<file path="config.mk">
export PLATFORM = sky130hd
export DESIGN_NAME = autoneg_next_page_regs
export DESIGN_NICKNAME = d
export VERILOG_FILES = /design/src/logic/autoneg_np_pkg.sv /design/src/logic/latch_high_flag.sv /design/src/logic/autoneg_next_page_regs.sv
export VERILOG_INCLUDE_DIRS = /design/src /design/src/logic
export SDC_FILE = /design/constraint.sdc
export NUM_CORES = 1
export LEC_CHECK = 0
export ABC_CLOCK_PERIOD_IN_PS = 3000
export BUFFER_PORTS_ARGS = -buffer_cell sky130_fd_sc_hd__buf_4
export CAP_MARGIN = 15
export CORE_ASPECT_RATIO = 1.75
export CORE_MARGIN = 4
export CORE_UTILIZATION = 52
export DETAILED_ROUTE_END_ITERATION = 7
export GPL_TIMING_DRIVEN = 0
export PLACE_DENSITY = 0.89
export SYNTH_ARGS = -nofsm -noshare
export SYNTH_HDL_FRONTEND = slang
export SYNTH_SLANG_ARGS = --single-unit
</file>
<file path="constraint.sdc">
create_clock -name ref_clk_in -period 3 [get_ports ref_clk_in]
set_clock_uncertainty 0.05 [all_clocks]
set_input_delay 0.6 -clock ref_clk_in [delete_from_list [all_inputs] [get_ports ref_clk_in]]
set_output_delay 0.6 -clock ref_clk_in [all_outputs]
set_load 0.005 [all_outputs]
</file>
<file path="src/logic/autoneg_np_defines.svh">
/*
  Register indices, field positions and reset values of the
  auto-negotiation next-page register bank.
  Assumes a 5-bit management register index and 16-bit registers.
*/
`ifndef AUTONEG_NP_DEFINES_SVH
`define AUTONEG_NP_DEFINES_SVH

// ==========================================================
// register indices
`define ANNP_IDX_LP_BASE    5'h05
`define ANNP_IDX_EXPANSION  5'h06
`define ANNP_IDX_NP_TX      5'h07
`define ANNP_IDX_NP_RX      5'h08

// ==========================================================
// expansion register fields
`define ANNP_EXP_LOC_ABLE   6
`define ANNP_EXP_LOC_SEL    5
`define ANNP_EXP_PD_FAULT   4
`define ANNP_EXP_LP_NP_ABLE 3
`define ANNP_EXP_NP_ABLE    2
`define ANNP_EXP_PAGE_RX    1
`define ANNP_EXP_LP_AN_ABLE 0

// ==========================================================
// next-page word fields
`define ANNP_NP_NEXT        15
`define ANNP_NP_ACK         14
`define ANNP_NP_MSG         13
`define ANNP_NP_ACK2        12
`define ANNP_NP_TOGGLE      11

// ==========================================================
// reset values
`define ANNP_TX_RESET       16'h2001
`define ANNP_RX_RESET       16'h0000
`define ANNP_BASE_RESET     16'h0000

`endif

</file>
<file path="src/logic/autoneg_np_pkg.sv">
/*
  Types shared by the next-page register bank.
  Assumes nothing beyond a SystemVerilog compiler.
*/
package autoneg_np_pkg;

  // ==========================================================
  // management register access request
  typedef struct packed {
    logic        rd;
    logic        wr;
    logic [4:0]  addr;
    logic [15:0] wdata;
  } mgmt_req_t;

  // ==========================================================
  // next-page word layout
  typedef struct packed {
    logic        next_page;
    logic        ack;
    logic        msg_page;
    logic        ack2;
    logic        toggle;
    logic [10:0] code;
  } np_word_t;

endpackage

</file>
<file path="src/logic/latch_high_flag.sv">
/*
  Sticky flag set by a hardware event, cleared by a read.
  Assumes set and clear are single-cycle pulses on the same clock.
*/
`timescale 1ns/1ps

module latch_high_flag (
  // clock and reset
  input  wire logic ref_clk_in,
  input  wire logic reset_in,
  // control
  input  wire logic set_in,
  input  wire logic clear_in,
  // state
  output logic      flag_out
);

  // ==========================================================
  // set wins over a clear in the same cycle
  wire next_flag = set_in | (flag_out & ~clear_in);

  always_ff @(posedge ref_clk_in or posedge reset_in) begin
    if (reset_in) begin
      flag_out <= 1'b0;
    end else begin
      flag_out <= next_flag;
    end
  end

endmodule

</file>
<file path="src/logic/autoneg_next_page_regs.sv">
/*
  Auto-negotiation next-page register bank: expansion, transmit
  next page, receive next page and partner base page registers.
  Assumes a management frame decoder that presents one register
  access per request pulse, and an arbitration engine that reports
  received pages, sent next pages and parallel detection faults.
*/
//
// Function
// (RULE1) expansion bit 6 always reads one
// (RULE2) bit 5 reads one; next pages go to 8
// (RULE3) parallel detection fault latched, cleared by read
// (RULE4) bit 3 shows partner next page ability
// (RULE5) bit 2 always reads one
// (RULE6) page received latched, cleared by read
// (RULE7) bit 0 shows partner negotiation ability
// (RULE8) transmit next page flag writable, resets zero
// (RULE9) transmit message page bit writable, resets one
// (RULE10) transmit second acknowledge writable, resets zero
// (RULE11) transmit toggle read-only, resets zero
// (RULE12) transmit code field writable, resets one
// (RULE13) receive next page flag read-only
// (RULE14) receive acknowledge bit read-only
// (RULE15) receive message, ack2, code read-only
// (RULE16) receive toggle read-only
// (RULE17) partner base page held at index 5
// (RULE18) toggle flips per sent page; load on receipt (the bank only flips it on np_sent_in and never loads it)
// (RULE19) reserved bits read zero, ignore writes
`timescale 1ns/1ps
`include "autoneg_np_defines.svh"

module autoneg_next_page_regs (
  // clock and reset
  input  wire logic                     ref_clk_in,
  input  wire logic                     reset_in,
  // management register access
  input  wire autoneg_np_pkg::mgmt_req_t mgmt_req_in,
  output logic [15:0]                   mgmt_rdata_out,
  output logic                          mgmt_rvalid_out,
  // arbitration engine events
  input  wire logic                     lp_page_valid_in,
  input  wire logic                     lp_page_base_in,
  input  wire logic [15:0]              lp_page_in,
  input  wire logic                     lp_an_able_in,
  input  wire logic                     pd_fault_in,
  input  wire logic                     np_sent_in,
  // outgoing next page
  output autoneg_np_pkg::np_word_t      tx_page_out
);

  // ==========================================================
  // storage
  autoneg_np_pkg::np_word_t tx_page;
  autoneg_np_pkg::np_word_t rx_page;
  logic [15:0]              lp_base;
  logic                     lp_an_able;
  logic                     pd_fault;
  logic                     page_rx;

  // ==========================================================
  // access decode
  wire rd_exp   = mgmt_req_in.rd & (mgmt_req_in.addr == `ANNP_IDX_EXPANSION);
  wire wr_tx    = mgmt_req_in.wr & (mgmt_req_in.addr == `ANNP_IDX_NP_TX);
  wire load_rx  = lp_page_valid_in & ~lp_page_base_in;
  wire load_bse = lp_page_valid_in & lp_page_base_in;

  // ==========================================================
  // latched event flags
  latch_high_flag u_pd_fault (
    .ref_clk_in (ref_clk_in),
    .reset_in   (reset_in),
    .set_in     (pd_fault_in),  // RULE3
    .clear_in   (rd_exp),       // RULE3
    .flag_out   (pd_fault)
  );

  latch_high_flag u_page_rx (
    .ref_clk_in (ref_clk_in),
    .reset_in   (reset_in),
    .set_in     (lp_page_valid_in), // RULE6
    .clear_in   (rd_exp),           // RULE6
    .flag_out   (page_rx)
  );

  // ==========================================================
  // expansion register image
  logic [15:0] exp_word;
  always_comb begin
    exp_word                          = 16'h0000;       // RULE19
    exp_word[`ANNP_EXP_LOC_ABLE]      = 1'b1;           // RULE1
    exp_word[`ANNP_EXP_LOC_SEL]       = 1'b1;           // RULE2
    exp_word[`ANNP_EXP_PD_FAULT]      = pd_fault;       // RULE3
    exp_word[`ANNP_EXP_LP_NP_ABLE]    = lp_base[`ANNP_NP_NEXT]; // RULE4
    exp_word[`ANNP_EXP_NP_ABLE]       = 1'b1;           // RULE5
    exp_word[`ANNP_EXP_PAGE_RX]       = page_rx;        // RULE6
    exp_word[`ANNP_EXP_LP_AN_ABLE]    = lp_an_able;     // RULE7
  end

  // ==========================================================
  // transmit next page: writable fields, toggle kept by hardware
  autoneg_np_pkg::np_word_t next_tx_page;
  always_comb begin
    next_tx_page = tx_page;
    if (wr_tx) begin
      next_tx_page.next_page = mgmt_req_in.wdata[`ANNP_NP_NEXT];  // RULE8
      next_tx_page.msg_page  = mgmt_req_in.wdata[`ANNP_NP_MSG];   // RULE9
      next_tx_page.ack2      = mgmt_req_in.wdata[`ANNP_NP_ACK2];  // RULE10
      next_tx_page.code      = mgmt_req_in.wdata[10:0];           // RULE12
    end
    next_tx_page.ack = 1'b0; // RULE19
    if (np_sent_in) begin
      next_tx_page.toggle = ~tx_page.toggle; // RULE18
    end
  end

  always_ff @(posedge ref_clk_in or posedge reset_in) begin
    if (reset_in) begin
      tx_page <= autoneg_np_pkg::np_word_t'(`ANNP_TX_RESET); // RULE11
    end else begin
      tx_page <= next_tx_page;
    end
  end

  // ==========================================================
  // pages from the link partner
  always_ff @(posedge ref_clk_in or posedge reset_in) begin
    if (reset_in) begin
      rx_page <= autoneg_np_pkg::np_word_t'(`ANNP_RX_RESET);
    end else if (load_rx) begin
      rx_page <= autoneg_np_pkg::np_word_t'(lp_page_in); // RULE2 RULE13 RULE14 RULE15 RULE16
    end
  end

  always_ff @(posedge ref_clk_in or posedge reset_in) begin
    if (reset_in) begin
      lp_base <= `ANNP_BASE_RESET;
    end else if (load_bse) begin
      lp_base <= lp_page_in; // RULE17
    end
  end

  always_ff @(posedge ref_clk_in or posedge reset_in) begin
    if (reset_in) begin
      lp_an_able <= 1'b0;
    end else begin
      lp_an_able <= lp_an_able_in; // RULE7
    end
  end

  // ==========================================================
  // read path; writes to read-only registers are ignored
  logic [15:0] rd_sel;
  always_comb begin
    case (mgmt_req_in.addr)
      `ANNP_IDX_LP_BASE:   rd_sel = lp_base;
      `ANNP_IDX_EXPANSION: rd_sel = exp_word;
      `ANNP_IDX_NP_TX:     rd_sel = tx_page;
      `ANNP_IDX_NP_RX:     rd_sel = rx_page;
      default:             rd_sel = 16'h0000;
    endcase
  end

  always_ff @(posedge ref_clk_in or posedge reset_in) begin
    if (reset_in) begin
      mgmt_rdata_out  <= 16'h0000;
      mgmt_rvalid_out <= 1'b0;
    end else begin
      mgmt_rdata_out  <= mgmt_req_in.rd ? rd_sel : 16'h0000;
      mgmt_rvalid_out <= mgmt_req_in.rd;
    end
  end

  always_ff @(posedge ref_clk_in or posedge reset_in) begin
    if (reset_in) begin
      tx_page_out <= autoneg_np_pkg::np_word_t'(`ANNP_TX_RESET);
    end else begin
      tx_page_out <= next_tx_page;
    end
  end
endmodule

</file>
==> metrics.txt <==
status completed; initial core utilization a little over half; mux cell area share after synthesis 20.8%; initial antenna violation count 0; combinational share of power 16.3%; Synth Area in Simple Gates 9.24%; CP top delay family buffers and inverters; TritonCTS clock tree yes; fin crit share 55.8%; Die Width 64.8 um; xor/xnor share of the synthesized area less than 1%; Lkg Pwr 1.67 nW; Hold Crit Class in2async; vias 2093; Max-cap violations 0; sequential fraction of the synthesis area 57.2%; Fin. Hold Viols 0; Post-route DRC 0; unrepaired setup endpoints after global routing false; CTS Buf Count 9; Worst path slowest cell clkbuf_1; diode count 0; crit path cell chain buf_4 -> nand2_1 -> clkbuf_1 -> mux2_2; # rows 36; final antenna-violating net count 0; IO Pins 79; DR iter-0 viols 58; largest net degree at the start of global routing 37; Final WS setup 1.33 ns; Arr. time, crit path 1.85 ns; WP data required around 3.2 ns; Synth Area per Inst 13.7 um^2; Mapped Cells 215; Slowest Stage Delay on Critical Path 0.49 ns; Root Buffer Master clkbuf_8; RR Startpoint tx_page_out[0]; post-synthesis compound-gate area fraction 7.24%; startpoint types primary input; Synth top area share 55.4%; total power per unit cell area 556 mW/mm^2; Non-Filler Instances 381; Layout Nets 346; switching pwr 0.000516 W; CTS Sinks 67; # hold bufs at CTS 0; Max clock buf depth 2; Worst Setup End Kind flop; RePlAce Congestion ~0.87; setup bufs post-CTS 0; min cycle time layout 1.67 ns; syn_nets 261; TNS Setup 0 ns; number of global-route vias before repair approximately 2200; CTS clk-pin slew, worst paths 0.06 ns; drt total wl 6600 um; count leader, synth dfrtp_1; Yosys cell types 31; routed vias/inst 5.49; Slew Viols, Final 0; Buf/Inv on CP 2; #FFs+latches synth 67; Synth Flop Type dfrtp_1; total die area 0.00696 mm^2; yosys warns 0; peak fanout along the critical path 10; largest family of logic cells by synthesized area multiplexers; first-pass iteration count of the detailed router 4; Layout Area Growth over Synthesis 28.4%; CP startpoint lp_page_valid_in; placed insts approximately 370; global-route wire length before repair 10600 um; share of power burned in registers 52.4%; PortBufs 73; Clk Latency, worst-skew pair 0.34 ns; H-tree depth 3; relative max-transition margin ~56%; mapped cell area a little under 0.003 mm^2; dpl hpwl 5260 um; Tightest Pin Transition 0.652 ns; internal power 0.00158 W; core area 0.00554 mm^2; dpl ws 0.950 ns; Switching Fraction 24.6%; post-synthesis adder-cell area fraction 0%; Fillers 416; post_cts resized 0; Post-synth ARST share 100%; Setup-failing EPs final 0; Clk pwr share 31.3%; CP Class in2reg; Die Y 107 um; Tot GR Track Use 20.2%; Overflow after GRT 0; synth cell count leaders dfrtp_1, mux2_2, nand3_1; Wirelength per Cell 17.3 um; Synth area leaders dfrtp_1, mux2_2, nand3_1; peak supply drop between 0.0003 and 0.0004 V; Yosys top cell by area dfrtp_1; number of synthesized flops with an enable pin 0; fraction of layout cells with a size suffix above 1 50.8%; Max Freq 597 MHz
## placed cells by master, fill, tap and decap left out, types with 2 or more instances in the layout
| cell type | count |
|---|---|
| buf_12 | 2 |
| a21o_1 | 2 |
| clkbuf_8 | 11 |
| dfstp_2 | 2 |
| o21ai_0 | 3 |
| buf_4 | 75 |
| a211oi_1 | 6 |
| a32oi_1 | 4 |
| buf_2 | 5 |
| dfrtp_1 | 65 |
| clkbuf_1 | 11 |
| nand3_1 | 35 |
| nand2b_1 | 2 |
| a311oi_1 | 10 |
| mux2_4 | 10 |
| mux2_2 | 41 |
| buf_6 | 5 |
## flip-flops by register name, indices dropped and copies added (netlist names)
signal,cells
u_page_rx.flag_out,1
mgmt_rvalid_out,1
mgmt_rdata_out,16
lp_an_able,1
lp_base,16
tx_page_out,15
u_pd_fault.flag_out,1
rx_page,16
## metal layers
metal	track usage (%)	routed length, um	vias to the layer above
met5	0	0	-
met1	21.7	2440	1030
li1	-	-	963
met3	4.60	329	24
met2	35.2	3520	76
met4	12.3	314	0
## area by class of cell
type                       instances  area, um^2  share of cell area [%]
multi-input combinational        126        1110                    29.4
timing repair buffer              74         568                    15.1
clock buffer                      16         170                    4.51
tap                               76        95.1                    2.52
inverter                           2        7.51                   0.199
sequential                        67        1680                    44.5
buffer                            20         143                    3.78
## cells by family after synthesis
kind of cell    count (synthesis)
compound gates                 27
simple gates                   46
mux                            51
other cells                     1
flops                          67
xor+xnor                        1
buf+inv                        22
## power groups by stage
stage	Clock (W)	Combinational (W)	Sequential (W)
CTS	0.000669	0.000347	0.00110
floorplan	0	0.000187	0.00109
global route	0.000699	0.000370	0.00111
finish	0.000655	0.000342	0.00110
global placement	0	0.000327	0.00111
detailed placement	0	0.000345	0.00111
## worst register-to-register path: cells and delay by family (launching register included)
family / cells / cell delay [ns]
multiplexers: 1 / 0.16
flip-flops: 1 / 0.54
AO/OA/AOI/OAI: 2 / 0.32
## final timing paths
| check | to | slack [ns] | cells after the start |
|---|---|---|---|
| setup / recovery | lp_base[6] | 1.33 | 4 |
| hold / removal | tx_page_out[15] | 0.31 | 2 |
| setup reg to reg | mgmt_rdata_out[0] | 1.84 | 3 |
| hold reg to reg | u_pd_fault.flag_out | 0.43 | 1 |
| max in group asynchronous | mgmt_rdata_out[9] | 1.98 | 3 |
| min in group ref_clk_in | lp_an_able | 0.32 | 1 |
## stage by stage
stage                     total power, W  hold slack, ns  area (um^2)  util [%]
after floorplan                  0.00128           0.395         2940         -
after global placement           0.00143           0.406         3580      64.6
after detailed placement         0.00146           0.418         3600      65.0
after CTS                        0.00211           0.299         3770      68.1
after global routing             0.00218           0.306         3770      68.1
final                            0.00210           0.305         3770      68.1
Note: power is estimated with default switching activity, not from simulation.
